===== src/verilog/hpg_pkg.sv =====
// package: pin map constants for host port and gpio function map
package hpg_pkg;
    localparam int HPG_NUM_GPIO = 32;
    // i2c slave address pair (8-bit form)
    localparam logic [7:0] HPG_I2C_WR_ADDR = 8'h36;
    localparam logic [7:0] HPG_I2C_RD_ADDR = 8'h37;
    // interior display pin positions
    localparam int HPG_PIN_LED_FB = 0;
    localparam int HPG_PIN_SEQ_START = 1;
    localparam int HPG_PIN_OPT_CMP = 2;
    localparam int HPG_PIN_SHUNT = 3;
    localparam int HPG_PIN_DRIVE = 4;
    localparam int HPG_PIN_WATCHDOG = 15;
    // host available pins in interior display configuration
    localparam logic [31:0] HPG_HOST_MASK_IDC = 32'h000001C0;
    // pins driven as fixed function outputs in interior display configuration
    localparam logic [31:0] HPG_FIXED_OUT_IDC = 32'h0000801A;
    // configurations
    typedef enum logic [1:0] {
        HPG_CFG_INTERIOR_DISPLAY,
        HPG_CFG_HEADLIGHT,
        HPG_CFG_OTHER
    } hpg_cfg_t;
    // port role
    typedef enum logic {
        HPG_ROLE_HOST_ON_SPI,
        HPG_ROLE_HOST_ON_I2C
    } hpg_role_t;
    localparam logic [15:0] HPG_PULSE_CNT_RST = 16'h0000;
endpackage : hpg_pkg


===== src/verilog/hpg_port_if.sv =====
// interface: frame, pulse and count channel between top and pulse counter
`timescale 1ns/10ps
interface hpg_port_if;
    logic frame_start;
    logic pulse_n;
    logic [15:0] count;
    modport ctrl (output frame_start, output pulse_n, input count);
    modport cnt (input frame_start, input pulse_n, output count);
endinterface : hpg_port_if


===== src/verilog/hpg_pulse_counter.sv =====
// module: counts active-low light pulses per frame
`timescale 1ns/10ps
module hpg_pulse_counter
    import hpg_pkg::*;
(
    input wire logic sys_clk,
    input wire logic rst,
    hpg_port_if.cnt bus
);
    logic prev_n;
    logic [15:0] run;
    logic [15:0] next_run;
    wire logic fall = prev_n & ~bus.pulse_n;
    // new frame restarts the count, a falling edge adds one
    assign next_run = bus.frame_start ? {15'h0000, fall}
                    : (fall ? run + 16'h0001 : run);
    always_ff @(posedge sys_clk) begin
        if (rst) begin
            prev_n <= 1'b1;
            run <= HPG_PULSE_CNT_RST;
            bus.count <= HPG_PULSE_CNT_RST;
        end else begin
            prev_n <= bus.pulse_n;
            run <= next_run;
            if (bus.frame_start) begin
                bus.count <= run;
            end
        end
    end
    pulse_count_a: assert property (
        @(posedge sys_clk) disable iff (rst)
        !bus.frame_start && !fall |=> run == $past(run))
        else $error("pulse count changed without edge");
endmodule : hpg_pulse_counter


===== src/verilog/hpg_pin_map.sv =====
// module: host/diagnostic port routing and gpio function map
`timescale 1ns/10ps
module hpg_pin_map
    import hpg_pkg::*;
(
    input wire logic sys_clk,
    input wire logic rst,
    // straps
    input wire logic role_select,
    input wire logic [1:0] config_select,
    // spi slave command stream (already deframed)
    input wire logic spi_cmd_valid,
    input wire logic [7:0] spi_cmd_data,
    // i2c slave stream: start-address byte and data bytes
    input wire logic i2c_addr_valid,
    input wire logic [7:0] i2c_addr_byte,
    input wire logic i2c_data_valid,
    input wire logic [7:0] i2c_data_byte,
    input wire logic i2c_stop,
    output logic i2c_ack,
    output logic i2c_read_mode,
    // routed channels
    output logic host_cmd_valid,
    output logic [7:0] host_cmd_data,
    output logic diag_cmd_valid,
    output logic [7:0] diag_cmd_data,
    output logic host_on_i2c,
    // flash programming request from host channel
    output logic flash_prog_valid,
    output logic [7:0] flash_prog_data,
    // host gpio control
    input wire logic host_gpio_we,
    input wire logic [31:0] host_gpio_oe_req,
    input wire logic [31:0] host_gpio_out_req,
    output logic [31:0] host_gpio_in,
    // processor side functions
    input wire logic seq_start_req,
    input wire logic shunt_req,
    input wire logic drive_req,
    input wire logic watchdog_tick,
    input wire logic frame_start,
    output logic led_feedback,
    output logic [15:0] light_pulse_count,
    output logic config_is_interior,
    // gpio pads
    input wire logic [31:0] gpio_in,
    output logic [31:0] gpio_out,
    output logic [31:0] gpio_oe
);
    // ------------------------------------------------------------
    // strap capture
    // ------------------------------------------------------------
    hpg_role_t role;
    hpg_cfg_t cfg;
    logic strap_taken;
    always_ff @(posedge sys_clk) begin
        if (rst) begin
            strap_taken <= 1'b0;
            role <= HPG_ROLE_HOST_ON_SPI;
            cfg <= HPG_CFG_INTERIOR_DISPLAY;
        end else if (!strap_taken) begin
            strap_taken <= 1'b1;
            role <= hpg_role_t'(role_select);
            cfg <= (config_select == 2'b00) ? HPG_CFG_INTERIOR_DISPLAY
                 : (config_select == 2'b01) ? HPG_CFG_HEADLIGHT
                 : HPG_CFG_OTHER;
        end
    end
    // no configuration function drives until the straps are taken
    wire logic is_idc = strap_taken & (cfg == HPG_CFG_INTERIOR_DISPLAY);

    // ------------------------------------------------------------
    // i2c address match
    // ------------------------------------------------------------
    logic i2c_sel;
    wire logic addr_wr = i2c_addr_byte == HPG_I2C_WR_ADDR;
    wire logic addr_rd = i2c_addr_byte == HPG_I2C_RD_ADDR;
    wire logic addr_hit = i2c_addr_valid & (addr_wr | addr_rd);
    always_ff @(posedge sys_clk) begin
        if (rst) begin
            i2c_sel <= 1'b0;
            i2c_ack <= 1'b0;
            i2c_read_mode <= 1'b0;
        end else begin
            i2c_ack <= addr_hit;
            if (i2c_addr_valid) begin
                i2c_sel <= addr_hit;
                i2c_read_mode <= addr_rd;
            end else if (i2c_stop) begin
                i2c_sel <= 1'b0;
            end
        end
    end
    wire logic i2c_wr_valid = i2c_data_valid & i2c_sel & ~i2c_read_mode;

    // ------------------------------------------------------------
    // port role routing
    // ------------------------------------------------------------
    wire logic host_i2c = (role == HPG_ROLE_HOST_ON_I2C);
    wire logic next_host_valid = host_i2c ? i2c_wr_valid : spi_cmd_valid;
    wire logic [7:0] next_host_data = host_i2c ? i2c_data_byte
                                               : spi_cmd_data;
    wire logic next_diag_valid = host_i2c ? spi_cmd_valid : i2c_wr_valid;
    wire logic [7:0] next_diag_data = host_i2c ? spi_cmd_data
                                               : i2c_data_byte;
    always_ff @(posedge sys_clk) begin
        if (rst) begin
            host_cmd_valid <= 1'b0;
            host_cmd_data <= 8'h00;
            diag_cmd_valid <= 1'b0;
            diag_cmd_data <= 8'h00;
            flash_prog_valid <= 1'b0;
            flash_prog_data <= 8'h00;
            host_on_i2c <= 1'b0;
        end else begin
            host_on_i2c <= host_i2c;
            host_cmd_valid <= next_host_valid;
            host_cmd_data <= next_host_data;
            diag_cmd_valid <= next_diag_valid;
            diag_cmd_data <= next_diag_data;
            flash_prog_valid <= next_host_valid;
            flash_prog_data <= next_host_data;
        end
    end

    // ------------------------------------------------------------
    // host gpio shadow
    // ------------------------------------------------------------
    logic [31:0] host_oe;
    logic [31:0] host_out;
    wire logic [31:0] host_mask = is_idc ? HPG_HOST_MASK_IDC : 32'h00000000;
    always_ff @(posedge sys_clk) begin
        if (rst) begin
            host_oe <= 32'h00000000;
            host_out <= 32'h00000000;
        end else if (host_gpio_we) begin
            host_oe <= host_gpio_oe_req & host_mask;
            host_out <= host_gpio_out_req & host_mask;
        end
    end

    // ------------------------------------------------------------
    // fixed function mapping
    // ------------------------------------------------------------
    logic [31:0] fixed_out;
    always_comb begin
        fixed_out = 32'h00000000;
        fixed_out[HPG_PIN_SEQ_START] = seq_start_req;
        fixed_out[HPG_PIN_SHUNT] = shunt_req;
        fixed_out[HPG_PIN_DRIVE] = drive_req;
        fixed_out[HPG_PIN_WATCHDOG] = watchdog_tick;
    end
    wire logic [31:0] fixed_oe = is_idc ? HPG_FIXED_OUT_IDC : 32'h00000000;
    // reserved and input pins get neither mask, so stay undriven
    wire logic [31:0] next_oe = fixed_oe | (host_oe & host_mask);
    wire logic [31:0] next_out = (fixed_out & fixed_oe)
                               | (host_out & host_mask);
    always_ff @(posedge sys_clk) begin
        if (rst) begin
            gpio_oe <= 32'h00000000;
            gpio_out <= 32'h00000000;
            host_gpio_in <= 32'h00000000;
            led_feedback <= 1'b0;
            config_is_interior <= 1'b0;
        end else begin
            gpio_oe <= next_oe;
            gpio_out <= next_out;
            host_gpio_in <= gpio_in & host_mask;
            led_feedback <= is_idc & gpio_in[HPG_PIN_LED_FB];
            config_is_interior <= is_idc;
        end
    end

    // ------------------------------------------------------------
    // light pulse counting
    // ------------------------------------------------------------
    hpg_port_if pc_bus ();
    assign pc_bus.frame_start = frame_start;
    assign pc_bus.pulse_n = is_idc ? gpio_in[HPG_PIN_OPT_CMP] : 1'b1;
    hpg_pulse_counter hpg_pulse_counter_inst (
        .sys_clk(sys_clk),
        .rst(rst),
        .bus(pc_bus)
    );
    always_ff @(posedge sys_clk) begin
        if (rst) begin
            light_pulse_count <= HPG_PULSE_CNT_RST;
        end else begin
            light_pulse_count <= pc_bus.count;
        end
    end

    // ------------------------------------------------------------
    // assertions
    // ------------------------------------------------------------
    strap_hold_a: assert property (
        @(posedge sys_clk) disable iff (rst)
        strap_taken |=> role == $past(role) && cfg == $past(cfg))
        else $error("strap changed after capture");
    strap_first_a: assert property (
        @(posedge sys_clk) disable iff (rst)
        $fell(rst) |=> gpio_oe == 32'h00000000 && !config_is_interior
        && !host_on_i2c)
        else $error("pins driven before strap capture");
    role_route_a: assert property (
        @(posedge sys_clk) disable iff (rst)
        strap_taken && !host_i2c && spi_cmd_valid
        |=> host_cmd_valid && host_cmd_data == $past(spi_cmd_data))
        else $error("spi command not routed to host");
    diag_spi_a: assert property (
        @(posedge sys_clk) disable iff (rst)
        strap_taken && host_i2c && spi_cmd_valid
        |=> diag_cmd_valid && diag_cmd_data == $past(spi_cmd_data))
        else $error("spi command not routed to diagnostic port");
    diag_i2c_a: assert property (
        @(posedge sys_clk) disable iff (rst)
        strap_taken && !host_i2c && i2c_wr_valid
        |=> diag_cmd_valid && diag_cmd_data == $past(i2c_data_byte))
        else $error("i2c byte not routed to diagnostic port");
    route_idle_a: assert property (
        @(posedge sys_clk) disable iff (rst)
        strap_taken && !spi_cmd_valid && !i2c_wr_valid
        |=> !host_cmd_valid && !diag_cmd_valid)
        else $error("routed byte without a source byte");
    i2c_addr_a: assert property (
        @(posedge sys_clk) disable iff (rst)
        i2c_addr_valid && i2c_addr_byte == HPG_I2C_WR_ADDR
        |=> i2c_ack && !i2c_read_mode)
        else $error("i2c write address not acked");
    i2c_read_a: assert property (
        @(posedge sys_clk) disable iff (rst)
        i2c_addr_valid && i2c_addr_byte == HPG_I2C_RD_ADDR
        |=> i2c_ack && i2c_read_mode)
        else $error("i2c read address not acked");
    i2c_other_a: assert property (
        @(posedge sys_clk) disable iff (rst)
        i2c_addr_valid && i2c_addr_byte != HPG_I2C_WR_ADDR
        && i2c_addr_byte != HPG_I2C_RD_ADDR |=> !i2c_ack)
        else $error("foreign i2c address acked");
    flash_path_a: assert property (
        @(posedge sys_clk) disable iff (rst)
        strap_taken && host_i2c && i2c_wr_valid
        |=> flash_prog_valid && flash_prog_data == $past(i2c_data_byte))
        else $error("i2c host byte missing on flash path");
    flash_diag_a: assert property (
        @(posedge sys_clk) disable iff (rst)
        strap_taken && !host_i2c && !spi_cmd_valid |=> !flash_prog_valid)
        else $error("diagnostic byte reached flash path");

    // ------------------------------------------------------------
    // pin map checks
    // ------------------------------------------------------------
    reserved_in_a: assert property (
        @(posedge sys_clk) disable iff (rst)
        (gpio_oe & ~(HPG_FIXED_OUT_IDC | HPG_HOST_MASK_IDC)) == 32'h00000000)
        else $error("reserved pin driven");
    host_pin_a: assert property (
        @(posedge sys_clk) disable iff (rst)
        strap_taken && is_idc && host_gpio_we |=> ##1
        (gpio_oe & HPG_HOST_MASK_IDC)
        == ($past(host_gpio_oe_req, 2) & HPG_HOST_MASK_IDC)
        && (gpio_out & HPG_HOST_MASK_IDC)
        == ($past(host_gpio_out_req, 2) & HPG_HOST_MASK_IDC))
        else $error("host pin not following host write");
    cfg_other_a: assert property (
        @(posedge sys_clk) disable iff (rst)
        strap_taken && !is_idc |=> gpio_oe == 32'h00000000
        && !led_feedback && host_gpio_in == 32'h00000000)
        else $error("pins active outside interior configuration");
    watchdog_out_a: assert property (
        @(posedge sys_clk) disable iff (rst)
        strap_taken && is_idc |=> gpio_oe[HPG_PIN_WATCHDOG]
        && gpio_out[HPG_PIN_WATCHDOG] == $past(watchdog_tick))
        else $error("watchdog pin not following tick");
    drive_out_a: assert property (
        @(posedge sys_clk) disable iff (rst)
        is_idc |=> gpio_out[HPG_PIN_DRIVE] == $past(drive_req)
        && gpio_out[HPG_PIN_SHUNT] == $past(shunt_req)
        && gpio_out[HPG_PIN_SEQ_START] == $past(seq_start_req))
        else $error("led control pin mismatch");
    fb_in_a: assert property (
        @(posedge sys_clk) disable iff (rst)
        is_idc |=> !gpio_oe[HPG_PIN_LED_FB] && !gpio_oe[HPG_PIN_OPT_CMP]
        && led_feedback == $past(gpio_in[HPG_PIN_LED_FB]))
        else $error("feedback pin handling wrong");

    // ------------------------------------------------------------
    // cover points
    // ------------------------------------------------------------
    cov_i2c_host_c: cover property (@(posedge sys_clk)
        host_i2c && i2c_wr_valid ##1 host_cmd_valid);
    cov_host_gpio_c: cover property (@(posedge sys_clk)
        host_gpio_we && host_gpio_oe_req[7] ##2 gpio_oe[7]);
    cov_i2c_read_c: cover property (@(posedge sys_clk)
        i2c_addr_valid && addr_rd);
    cov_frame_c: cover property (@(posedge sys_clk)
        frame_start ##2 light_pulse_count != HPG_PULSE_CNT_RST);
    cov_cfg_other_c: cover property (@(posedge sys_clk)
        strap_taken && !is_idc);
endmodule : hpg_pin_map


===== config.mk =====
export PLATFORM = sky130hd
export DESIGN_NAME = hpg_pin_map
export DESIGN_NICKNAME = d
export VERILOG_FILES = /design/src/verilog/hpg_pkg.sv /design/src/verilog/hpg_port_if.sv /design/src/verilog/hpg_pulse_counter.sv /design/src/verilog/hpg_pin_map.sv
export SDC_FILE = /design/constraint.sdc
export NUM_CORES = 1
export LEC_CHECK = 0
export CAP_MARGIN = 20
export CORE_AREA = 2 2 109 111
export CTS_BUF_LIST = sky130_fd_sc_hd__clkbuf_2
export DETAILED_ROUTE_END_ITERATION = 6
export DIE_AREA = 0 0 111 113
export DONT_BUFFER_PORTS = 1
export SYNTH_ARGS = -nofsm -noshare
export SYNTH_HDL_FRONTEND = slang
export SYNTH_HIERARCHICAL = 1
export SYNTH_SLANG_ARGS = --single-unit
export TNS_END_PERCENT = 20

===== constraint.sdc =====
create_clock -name sys_clk -period 2.7 [get_ports sys_clk]
set_input_delay 0.54 -clock sys_clk [delete_from_list [all_inputs] [get_ports sys_clk]]
set_output_delay 0.54 -clock sys_clk [all_outputs]
set_load 0.02 [all_outputs]

# Yosys cells after proc, flatten, opt, wreduce, memory -nomap -nowiden
# Index checks and enable logic that the tools add are counted.
[classes]
n_eq_ne = 3
reduce_logical = 5
mux = 14
addsub = 1
bitwise = 17
[ops]
columns = ["cell", "n"]
rows = [
  ["bitwise AND 32 x 9 -> 32 bit", 5],
  ["bitwise OR 16 x 32 -> 32 bit", 2],
  ["adder 16 x 1 -> 16 bit, second input constant", 1],
  ["bitwise AND 16 bit", 1],
  ["== test 8 x 6 -> 1 bit, second input constant", 2],
  ["2-to-1 mux 16 bit", 1],
  ["2-to-1 mux 8 bit", 2],
  ["2-to-1 mux 9 bit", 1],
  ["2-to-1 mux 1 bit", 8],
  ["bitwise AND 1 bit", 6],
  ["logical NOT 2 bit", 2],
  ["2-to-1 mux 2 bit", 2],
  ["nonzero test 2 bit", 2],
  ["== test 2 x 1 -> 1 bit, second input constant", 1],
  ["NOT 1 bit", 2],
  ["OR reduction 2 bit", 1],
  ["bitwise OR 1 bit", 1],
]
[word_totals]
ff_bits = 237
input_bits = 135
out_inout_bits = 144
elab_cells = 63

# Logic depth before layout (Yosys ltp)
# Gate-level depths: netlist (run 1).
[logic_depth]
depth_word = 7
depth_mapped = 6
depth_no_buf = 5

# By module
# Netlist (run 1), hierarchy kept.
[modules_own_cells]
columns = ["mod", "cells_each", "instances", "area_per_inst_um2", "seq_area_each_um2"]
rows = [
  ["hpg_pin_map", 272, 1, 2687.6, 1261.2],
  ["hpg_pulse_counter", 145, 1, 1336.3, 660.6],
]

# Worst setup path before layout (run 1)
# OpenSTA, ideal clock, no wires.
[synth_timing]
kind = "input -> register"
start = "input port gpio_in[2]"
end = "register hpg_pulse_counter_inst.run[13]"
required_time_ns = 2.630
slack_ns = 0.324
arrival_time_ns = 2.306
path_stages = 5
path_buffers = 0
path_cell_list = "or4b_2 > nand4b_1 > or4_1 > or3_1 > a21oi_1"
[synth_between]
elab_chain_len = 3
[synth_lines]
columns = ["item", "line", "rtl"]
rows = [
  ["from (decl)", "hpg_pin_map.sv:46", "input wire logic [31:0] gpio_in,"],
  ["2-to-1 mux 1 bit", "hpg_pin_map.sv:179", "assign pc_bus.pulse_n = is_idc ? gpio_in[HPG_PIN_OPT_CMP] : 1'b1;"],
  ["NOT 1 bit", "hpg_pulse_counter.sv:13", "wire logic fall = prev_n & ~bus.pulse_n;"],
  ["bitwise AND 1 bit", "hpg_pulse_counter.sv:13", ""],
  ["to (signal assigned)", "hpg_pulse_counter.sv:24", "run <= next_run;"],
  ["to (decl)", "hpg_pulse_counter.sv:11", "logic [15:0] run;"],
]
# Every way passes these cells.
# A chain may end at the register's enable or synchronous reset.

# Worst setup path after layout (run 1)
[layout_timing]
start = "register strap_taken"
end = "register hpg_pulse_counter_inst.run[13]"
[layout_between]
elab_chain_len = 4
[layout_lines]
columns = ["item", "line", "rtl"]
rows = [
  ["from (decl)", "hpg_pin_map.sv:55", "logic strap_taken;"],
  ["from (signal assigned)", "hpg_pin_map.sv:58", "strap_taken <= 1'b0;"],
  ["from (signal assigned)", "hpg_pin_map.sv:62", "strap_taken <= 1'b1;"],
  ["bitwise AND 1 bit", "hpg_pin_map.sv:70", "wire logic is_idc = strap_taken & (cfg == HPG_CFG_INTERIOR_DISPLAY);"],
  ["2-to-1 mux 1 bit", "hpg_pin_map.sv:179", ""],
  ["via pc_bus.pulse_n", "hpg_port_if.sv:5", "logic pulse_n;"],
  ["NOT 1 bit", "hpg_pulse_counter.sv:13", ""],
  ["bitwise AND 1 bit", "hpg_pulse_counter.sv:13", ""],
]
# The timed path passes the listed nets, and every way through them passes these cells.

==> metrics.csv, run 1 <==
stage,metric,value,unit
flow_run,max_cap viols,0,
cts,clock slew at the register clock pins of the worst setup and hold paths,240,ps
power_and_ir_drop,PwrDens,590,nW/µm²
die,Chip Width,111,µm
grt,"Remaining Overflow, GRT",0,
worst_hold_path,hold depth,1,
synth,Mean Syn Cell Area,9.65,µm²
sta,final hold viol count,0,
placed_design,Detailed Place HPWL,5.19,mm
power_and_ir_drop,clock share of power,25.7,%
die,core region area,11300,µm²
synth,post-synthesis sequential area ratio,47.8,%
cts,PostCTS Resize Cnt,0,
cts,TritonCTS clock tree,built,
power_and_ir_drop,internal power,0.00163,W
die,die area,12500,µm²
worst_setup_path,critical path data required time,3230,ps
die,num ports,279,
die,die height,113,µm
sta,minimum clock period,2350,ps
synth,post-synthesis cell count,417,
worst_setup_path,Startpoint Class,flop,
cts,Skew-Pair Late Insertion Delay,560,ps
sta,Highest Clock Rate,426,MHz
grt,largest net degree at the start of global routing,63,
sta,unrepaired setup endpoints after global routing,no,
worst_setup_path,Crit path arrival time,2880,ps
die,Initial Util,35.7,%
worst_setup_path,Setup Crit Path Kind,flop to flop,
worst_setup_path,Crit Path Max Fanout,6,
worst_hold_path,Min-Delay Path Class,primary input to flop,
synth,Mapped Area,4020,µm²
finish,fraction of layout cells with a size suffix above 1,6.33,%
cts,number of CTS-inserted buffers,9,
route,Residual DRC,0,
cts,root buffer cell,clkbuf_2,
cts,CTS sink cnt,96,
finish,post-layout util,34.8,%
cts,post-CTS setup buffer count,0,
sta,final setup fails,0,
synth,synth top area cells,"dfxtp_1 48%, buf_4 17%, mux2i_1 8.7%",
worst_setup_path,Crit-path slowest cell,or4b_2,
worst_setup_path,FF-to-FF path depth,5,
synth,Synth cell types,39,
placed_design,# port buffers,0,
sta,slew margin rel.,31.3,%
power_and_ir_drop,sequential share of power,66.1,%
grt,first-pass GRT wire length,11.0,mm
finish,NumNets Final,542,
synth,Seq cells post-synth,96,
power_and_ir_drop,Gate power share,8.2,%
finish,area delta synth->final,-2.46,%
power_and_ir_drop,VDD IR-drop max,0.264,mV
run_status,outcome,completed,
grt,Tot GR Track Use,11.5,%
die,Cell Rows,39,
power_and_ir_drop,total power,0.00231,W
route,drt total wl,7.36,mm
sta,Setup TNS,0,ps
finish,n_diodes,0,
route,Final ANT Viol Nets,0,
route,wire per inst,13.3,µm
power_and_ir_drop,leakage,1.61,nW
route,vias per inst,4.21,
synth,Yosys warning count,6,
power_and_ir_drop,Switching Fraction,29.8,%
cts,# hold bufs at CTS,3,
finish,post-route cell area,3930,µm²
route,vias,2334,
worst_setup_path,CP Capture Type,flop,
cts,htree depth,3,
sta,Worst Skew,13.9,ps
synth,Synth area leader,dfxtp_1,
grt,antenna violations before repair,1,
route,TritonRoute pass-1 iters,4,
placed_design,GP Congestion,0.783,
sta,Tcrit/Tclk final,87.0,%
synth,post-synth top area share,47.8,%
cts,Max Root-Sink Buffers,2,
route,DRT iter0 DRCs,141,
sta,final hold slack,89.2,ps
sta,Worst-Margin Slew,1030,ps
finish,"commonest non-fill, non-tap cell in the layout",dfxtp_1,
power_and_ir_drop,switching power,0.000689,W
sta,Max Slew Vio Count,0,
grt,vias in the first global route,2045,
worst_setup_path,FF-to-FF setup slack,350,ps
worst_setup_path,"slowest stage delay, CP",680,ps
worst_setup_path,ordered cell list for the critical path,or4b_2 -> nand4b_1 -> or4_1 -> or3_1 -> a21oi_1,
finish,most frequent cells in the layout,"96 x dfxtp_1, 79 x conb_1, 55 x nor2_1, 35 x mux2i_1, 19 x nor2b_1",
placed_design,post-placement cell area,3750,µm²
state kept, by name, indices dropped and copies added, names as in the netlist, 4 cells and up:
register,count
hpg_pulse_counter_inst/bus.count,16
gpio_oe,4
light_pulse_count,16
hpg_pulse_counter_inst/run,16
gpio_out,7
flash_prog_data,8
diag_cmd_data,8
final timing paths:
kind / from / end
worst max register to register: strap_taken / hpg_pulse_counter_inst/run[13]
worst min register to register: host_out[8] / host_out[8]
worst max-delay path: strap_taken / hpg_pulse_counter_inst/run[13]
worst min-delay path: shunt_req / gpio_out[3]
worst max-delay path: cells and delay by family, from the launching register on:
family           cells  cell delay, ps
AO/OA/AOI/OAI        1             130
AND/OR/NAND/NOR      4            1690
flip-flops           1             490
power by group through the flow:
stage / clock network, W / logic (W) / registers (W)
floorplan: 0 / 0.000302 / 0.00153
global placement: 0 / 0.000161 / 0.00156
detailed placement: 0 / 0.000163 / 0.00156
CTS: 0.000637 / 0.000184 / 0.00153
global route: 0.000691 / 0.000208 / 0.00154
finish: 0.000595 / 0.000190 / 0.00153
metrics by stage:
| step | setup WS, ps | instances |
|---|---|---|
| after floorplan | 324 | 495 |
| after global placement | 268 | 531 |
| after detailed placement | 275 | 531 |
| after CTS | 343 | 550 |
| after global routing | 220 | 554 |
| final | 351 | 554 |
Yosys cell counts (all sizes together):
| library cell | number |
|---|---|
| nand4b | 2 |
| and2 | 14 |
| a311o | 1 |
| nor4bb | 1 |
| a31o | 2 |
| or3 | 1 |
| nor3b | 1 |
| a21oi | 5 |
| xnor2 | 9 |
| mux2i | 35 |
| or2 | 2 |
| nor2b | 19 |
| nand3b | 1 |
| nand2b | 6 |
| nand4 | 5 |
| nor2 | 55 |
| nor4b | 1 |
| nor3 | 4 |
| or4b | 2 |
| nand2 | 8 |
| buf | 96 |
| a211o | 1 |
| xor2 | 2 |
| inv | 10 |
| a22o | 1 |
| o21ai | 6 |
| dfxtp | 96 |
| clkbuf | 13 |
| ha | 1 |
| nand3 | 9 |
| conb | 1 |
| nor4 | 6 |
| or4 | 1 |
area by class of cell:
class | instances | area [µm²]
Fill cell | 1149 | 7350
Sequential cell | 96 | 1920
Multi-Input combinational cell | 280 | 1600
Tap cell | 143 | 179
Timing Repair Buffer | 9 | 103
Clock buffer | 10 | 50.0
Inverter | 10 | 37.5
Clock inverter | 6 | 35.0
cells by family after synthesis:
kind of cell / count (synthesis) / synth area share [%]
multiplexers: 35 / 8.71
flip-flops: 96 / 47.8
other: 1 / 0.0932
AND/OR/NAND/NOR: 138 / 18.5
AO/OA/AOI/OAI: 16 / 2.49
adder cells (fa/ha/maj): 1 / 0.311
buffers and inverters: 119 / 19.8
XOR/XNOR: 11 / 2.39
per-layer routing:
layer	share of wire [%]	global-route usage, %	vias to the layer above
met2	42	16.4	132
met4	1.5	4.33	2
met1	42	13.4	1036
li1	-	-	1154
met3	14	8.25	10
met5	0.22	0	-
No activity file was read; power rests on OpenSTA's default activity.
==> run 2: changes to the inputs <==
--- a/constraint.sdc
+++ b/constraint.sdc
@@ -3,2 +3,2 @@
 set_output_delay 0.54 -clock sys_clk [all_outputs]
-set_load 0.02 [all_outputs]
+set_load 0.05 [all_outputs]
==> run 2 against run 1 <==
  * Design area is 1.6% higher
  * Worst setup slack better by 8.4 ps
  * Combinational power increased by 93%
  * Clock skew up 17 ps
  * Sequential power is 4% higher
  * Final cell count up 1.3%
  * Power up 11%
  * Global-route usage rose by 0.39 points
  * Wire length up 2.8%
  * Sequential share of layout area shrank 0.75 points
  * First-iteration DRC count up 4.3%
  * Critical path depth is the same
==> metrics.csv, run 2 (synthesized netlist as in run 1, its figures left out) <==
stage,metric,value,unit,change
run_status,outcome,completed,,
flow_run,max_cap viols,0,,unchanged
sta,unrepaired setup endpoints after global routing,no,,
power_and_ir_drop,VDD IR-drop max,0.328,mV,+24%
cts,htree depth,3,,unchanged
worst_setup_path,Crit path arrival time,2870,ps,about the same
die,Initial Util,35.7,%,unchanged
sta,Tcrit/Tclk final,86.7,%,-0.31 points
grt,vias in the first global route,2113,,+3.3%
route,wire per inst,13.5,µm,+1.5%
route,TritonRoute pass-1 iters,4,,unchanged
worst_setup_path,critical path data required time,3230,ps,about the same
cts,Max Root-Sink Buffers,2,,unchanged
power_and_ir_drop,internal power,0.00163,W,+0.46%
worst_hold_path,Min-Delay Path Class,primary input to flop,,
die,num ports,279,,unchanged
finish,# fillers,1169,,+1.7%
grt,Tot GR Track Use,11.9,%,+0.39 points
die,core region area,11300,µm²,unchanged
grt,antenna violations before repair,1,,unchanged
cts,PostCTS Resize Cnt,0,,unchanged
power_and_ir_drop,switching power,0.000935,W,+36%
finish,Largest regs,"hpg_pulse_counter_inst/bus.count: 16 flops, hpg_pulse_counter_inst/run: 16 flops, light_pulse_count: 16 flops",,
sta,final setup fails,0,,unchanged
die,Chip Width,111,µm,unchanged
finish,"commonest non-fill, non-tap cell in the layout",dfxtp_1,,
grt,first-pass GRT wire length,11.3,mm,+2.3%
sta,Worst-Margin Slew,1040,ps,+7.16 ps
finish,NumNets Final,548,,+1.1%
route,Residual DRC,0,,unchanged
worst_setup_path,Startpoint Class,flop,,
worst_setup_path,Crit Path Max Fanout,6,,unchanged
finish,most frequent cells in the layout,"95 x dfxtp_1, 79 x conb_1, 55 x nor2_1, 35 x mux2i_1, 19 x nor2b_1",,
cts,Skew-Pair Late Insertion Delay,580,ps,+20 ps
worst_setup_path,Setup Crit Path Kind,flop to flop,,
finish,area delta synth->final,-0.871,%,
power_and_ir_drop,Switching Fraction,36.4,%,+6.6 points
finish,area of the multi-input gates,1600,µm²,unchanged
finish,Reg area,1920,µm²,about the same
route,Final ANT Viol Nets,0,,unchanged
placed_design,Detailed Place HPWL,5.23,mm,+0.93%
placed_design,Post-Place Worst Slack,271,ps,-4.04 ps
grt,"Remaining Overflow, GRT",0,,unchanged
power_and_ir_drop,leakage,1.64,nW,+2.0%
power_and_ir_drop,clock share of power,23.8,%,-1.9 points
worst_setup_path,CP Capture Type,flop,,
sta,final hold slack,88.6,ps,-0.661 ps
cts,number of CTS-inserted buffers,9,,unchanged
cts,root buffer cell,clkbuf_2,,
cts,TritonCTS clock tree,built,,
die,Cell Rows,39,,unchanged
sta,final setup margin,359,ps,+8.40 ps
route,vias,2412,,+3.3%
sta,Highest Clock Rate,427,MHz,+0.36%
sta,slew margin rel.,30.8,%,-0.48 points
finish,fraction of layout cells with a size suffix above 1,6.95,%,+0.63 points
route,drt total wl,7.57,mm,+2.8%
placed_design,placed insts,533,,+0.38%
cts,clock slew at the register clock pins of the worst setup and hold paths,260,ps,+20 ps
sta,Max Slew Vio Count,0,,unchanged
die,die area,12500,µm²,unchanged
placed_design,GP Congestion,0.781,,-0.27%
route,vias per inst,4.30,,+2.1%
sta,final hold viol count,0,,unchanged
grt,largest net degree at the start of global routing,62,,-1.6%
power_and_ir_drop,Gate power share,14.3,%,+6.1 points
route,DRT iter0 DRCs,147,,+4.3%
power_and_ir_drop,sequential share of power,61.9,%,-4.2 points
sta,minimum clock period,2340,ps,-8.40 ps
sta,Worst Skew,30.9,ps,+17.0 ps
finish,Layout Cells excl Fill,561,,+1.3%
power_and_ir_drop,PwrDens,644,nW/µm²,+9.2%
sta,Setup TNS,0,ps,unchanged
cts,CTS sink cnt,96,,unchanged
die,die height,113,µm,unchanged
placed_design,# port buffers,0,,unchanged
## run 2: through the flow
stage	cell area (µm²)	total power, W	util (%)
floorplan	4320	0.00206	-
global placement	3770	0.00195	33.4
detailed placement	3770	0.00195	33.4
CTS	3970	0.00262	35.2
global route	3990	0.00269	35.4
finish	3990	0.00257	35.4
## run 2: critical path, cell delays in order, from the launching register on
cell      delay (ps)
dfxtp_1          490
or4b_2           680
nand4b_1         260
or4_1            450
or3_1            320
a21oi_1          130
## run 2: power groups by stage
stage	registers [W]	clock network (W)	logic, W
after global placement	0.00162	0	0.000331
after global routing	0.00160	0.000713	0.000383
after CTS	0.00159	0.000669	0.000362
after detailed placement	0.00162	0	0.000334
final	0.00159	0.000612	0.000366
after floorplan	0.00159	0	0.000475
## run 2: area by class of cell
class                           count  share of cell area (%)
Clock buffer                        9                    1.13
Clock inverter                      7                    1.13
Sequential cell                    96                    48.2
Antenna cell                        1                  0.0627
Tap cell                          143                    4.49
Timing Repair Buffer               15                    3.95
Inverter                           10                   0.941
Multi-Input combinational cell    280                    40.1
## run 2: path summary, 6_finish.rpt
path | startpoint | end | slack (ps) | cells past startpoint
setup / recovery | strap_taken | hpg_pulse_counter_inst/run[13] | 360 | 5
hold / removal | seq_start_req | gpio_out[1] | 90 | 1
setup reg to reg | strap_taken | hpg_pulse_counter_inst/run[13] | 360 | 5
hold reg to reg | host_out[8] | host_out[8] | 460 | 2
## run 2: layer usage
metal,wire length (µm),global-route usage (%)
met4,133,5.50
met3,1110,8.19
met5,0,0
met1,3040,13.3
met2,3290,17.3
## run 2: timing repair
item / CTS / global route
setup buffers: 0 / 0
hold endpoints to repair: 64 / 2
hold buffers: 9 / 2
==> run 3: changes to the inputs <==
- ABC_AREA: unset -> 1
- CORE_AREA: 2 2 109 111 -> 2 2 108 110
- DIE_AREA: 0 0 111 113 -> 0 0 110 112
==> run 3 against run 2 <==
  * Sequential power is 3% higher
  * Non-clock buffer count unchanged
  * Final cell count increased by 18%
  * Die area is 1.8% lower
  * Register-to-register slack better by 600 ps
  * Clock-buffer cell count grew 1
  * Clock skew is 6.2 ps higher
  * Design area grew 3.6%
  * Power up 5.5%
==> metrics.csv, run 3 <==
stage,metric,value,unit,change
run_status,outcome,completed,,
cts,number of CTS-inserted buffers,9,,unchanged
power_and_ir_drop,total power,0.00271,W,+5.5%
worst_hold_path,hold path endpoint,strap_taken,,
synth,Async SR Flop Fraction,0,%,unchanged
flow_run,max_cap viols,0,,unchanged
worst_setup_path,FF-to-FF setup slack,960,ps,+600 ps
route,vias,2830,,+17%
worst_setup_path,Crit Path Max Fanout,2,,-4
grt,"Remaining Overflow, GRT",0,,unchanged
synth,synth top area cells,"dfxtp_1 46%, buf_4 17%, inv_1 7.3%",,
synth,Mean Syn Cell Area,8.22,µm²,-15%
worst_setup_path,FF-to-FF path depth,10,,+5
worst_setup_path,crit path from,flash_prog_data[3],,
cts,TritonCTS clock tree,built,,
synth,Commonest cells post-synth,"96 x dfxtp_1, 95 x buf_4, 81 x inv_1",,
route,Residual DRC,0,,unchanged
sta,slew margin rel.,36.8,%,+6.0 points
power_and_ir_drop,PwrDens,655,nW/µm²,+1.8%
finish,most frequent cells in the layout,"95 x dfxtp_1, 81 x inv_1, 79 x conb_1, 64 x nor2_1, 43 x nand2_1",,
grt,vias in the first global route,2481,,+17%
synth,Synth area leader,dfxtp_1,,
worst_hold_path,hold depth,1,,unchanged
synth,post-synth top area share,45.8,%,-1.9 points
synth,post-synthesis sequential area ratio,45.8,%,-1.9 points
grt,antenna violations before repair,4,,+3
placed_design,GP Congestion,0.857,,+9.7%
cts,post-CTS setup buffer count,0,,unchanged
route,top sig layer,met5,,
grt,largest net degree at the start of global routing,24,,-61%
die,Initial Util,37.5,%,+1.8 points
route,vias per inst,4.29,,-0.27%
finish,area delta synth->final,-1.46,%,
route,met3 routed WL,1.10,mm,-0.36%
worst_hold_path,Hold Crit Start,rst,,
sta,Highest Clock Rate,477,MHz,+12%
synth,Post-synth EDFFs,0,,unchanged
finish,# fillers,1166,,-0.26%
route,Final ANT Viol Nets,0,,unchanged
grt,first-pass GRT wire length,12.4,mm,+9.5%
finish,"commonest non-fill, non-tap cell in the layout",dfxtp_1,,
worst_setup_path,critical path data required time,2160,ps,-1070 ps
die,die height,112,µm,-0.88%
synth,post-synthesis cell count,510,,+22%
sta,Worst-Margin Slew,947,ps,-89.4 ps
die,Chip Width,110,µm,-0.90%
sta,Setup TNS,0,ps,unchanged
power_and_ir_drop,leakage,1.85,nW,+13%
power_and_ir_drop,VDD IR-drop max,0.321,mV,-2.2%
finish,Largest regs,"hpg_pulse_counter_inst/bus.count: 16 flops, hpg_pulse_counter_inst/run: 16 flops, light_pulse_count: 16 flops",,
worst_setup_path,Setup Crit Path Kind,flop to output port,,
worst_hold_path,Min-Delay Path Class,primary input to flop,,
sta,Tcrit/Tclk final,77.7,%,-9.0 points
sta,final setup fails,0,,unchanged
synth,Mapped Area,4190,µm²,+4.2%
synth,Main synth FF type,dfxtp_1,,
sta,unrepaired setup endpoints after global routing,no,,
worst_setup_path,worst r2r dst,hpg_pulse_counter_inst/run[7],,
sta,minimum clock period,2100,ps,-244 ps
synth,most common cell in the synthesized netlist,dfxtp_1,,
cts,htree depth,3,,unchanged
worst_setup_path,Critical R2R Launch,cfg[1],,
finish,fraction of layout cells with a size suffix above 1,10.9,%,+3.9 points
route,drt total wl,8.48,mm,+12%
die,Cell Rows,39,,unchanged
cts,root buffer cell,clkbuf_2,,
placed_design,# port buffers,0,,unchanged
sta,final hold viol count,0,,unchanged
sta,Worst Skew,37.2,ps,+6.25 ps
die,die area,12300,µm²,-1.8%
worst_setup_path,CP Capture Type,output port,,
route,WL met2,3.91,mm,+19%
synth,Yosys warning count,6,,unchanged
route,DRT met1 WL,3.36,mm,+10%
cts,clock slew at the register clock pins of the worst setup and hold paths,280,ps,+20 ps
placed_design,Detailed Place HPWL,6.19,mm,+18%
die,num ports,279,,unchanged
finish,NumNets Final,646,,+18%
worst_setup_path,Crit path arrival time,1560,ps,-1310 ps
synth,Seq cells post-synth,96,,unchanged
sta,Max Slew Vio Count,0,,unchanged
worst_setup_path,Startpoint Class,flop,,
cts,Max Root-Sink Buffers,2,,unchanged
die,core region area,11200,µm²,-0.87%
route,TritonRoute pass-1 iters,4,,unchanged
synth,Synth cell types,33,,-15%
grt,Tot GR Track Use,13.4,%,+1.5 points
route,wire per inst,12.9,µm,-4.7%
cts,CTS sink cnt,96,,unchanged
cts,PostCTS Resize Cnt,0,,unchanged
route,DRT iter0 DRCs,208,,+41%
cts,Skew-Pair Late Insertion Delay,540,ps,-40 ps
==> run 3: changes by cell type after synthesis, moves of 10 or more <==
| cell | previous run | this run |
|---|---|---|
| and2_1 | 14 | 1 |
| o21ai_0 | 6 | 24 |
| a21oi_1 | 5 | 22 |
| mux2i_1 | 35 | 0 |
| nand2_1 | 8 | 43 |
| clkbuf_1 | 13 | 3 |
| o22ai_1 | 0 | 12 |
| nor2b_1 | 19 | 0 |
| inv_1 | 10 | 81 |
==> run 3: logic make-up after synthesis <==
logic type / count (synthesis) / share of synthesized area (%)
buffers and inverters: 188 / 26.1
flip-flops: 96 / 45.8
other: 1 / 0.0894
adder cells (fa/ha/maj): 1 / 0.298
AO/OA/AOI/OAI: 73 / 10.9
AND/OR/NAND/NOR: 151 / 16.8
==> run 3: metal layers <==
| metal | GRT usage [%] | vias to the layer above |
|---|---|---|
| met5 | 0 | - |
| met4 | 3.80 | 6 |
| met3 | 7.79 | 13 |
| met2 | 21.1 | 137 |
| met1 | 15.2 | 1261 |
| li1 | - | 1413 |
==> run 3: timing repair <==
item | 4_1_cts | 5_1_grt
hold endpoints to repair | 23 | 13
endpoints found under the setup margin | 0 | 0
hold buffers | 2 | 8
==> run 3: where the power goes <==
group	total, W	internal, W	switching, W
Clock	0.000642	0.000138	0.000505
Sequential	0.00164	0.00148	0.000159
Combinational	0.000429	0.0000570	0.000372
Total	0.00271	0.00167	0.00104
==> run 3: worst max-delay path by stage <==
| stage | endpoint | slack, ps | cells past startpoint |
|---|---|---|---|
| after detailed placement | hpg_pulse_counter_inst/run[5] | 1000 | 9 |
| after CTS | flash_prog_data[3] | 550 | 0 |
| after global placement | hpg_pulse_counter_inst/run[5] | 1040 | 7 |
| final | flash_prog_data[3] | 600 | 0 |
| after global routing | host_cmd_valid | 480 | 0 |
| after floorplan | hpg_pulse_counter_inst/run[5] | 1140 | 7 |
==> run 3: final cells by class <==
cell class / instances / area (µm²) / share of cell area [%]
Sequential cell: 96 / 1920 / 46.5
Multi-Input combinational cell: 304 / 1470 / 35.5
Inverter: 84 / 318 / 7.69
Tap cell: 143 / 179 / 4.33
Timing Repair Buffer: 15 / 138 / 3.33
Clock inverter: 6 / 51.3 / 1.24
Clock buffer: 10 / 50.0 / 1.21
Antenna cell: 2 / 5.00 / 0.121
==> run 3: per-stage QoR <==
stage	util, %	hold WS [ps]	worst slack (ps)	instances	instance area, µm²
after floorplan	-	399	1140	588	4490
after global placement	35.1	409	1040	632	3930
after detailed placement	35.1	410	1000	632	3930
after CTS	36.2	0.804	554	650	4050
after global routing	36.9	4.48	477	658	4130
final	37.0	88.9	603	660	4130
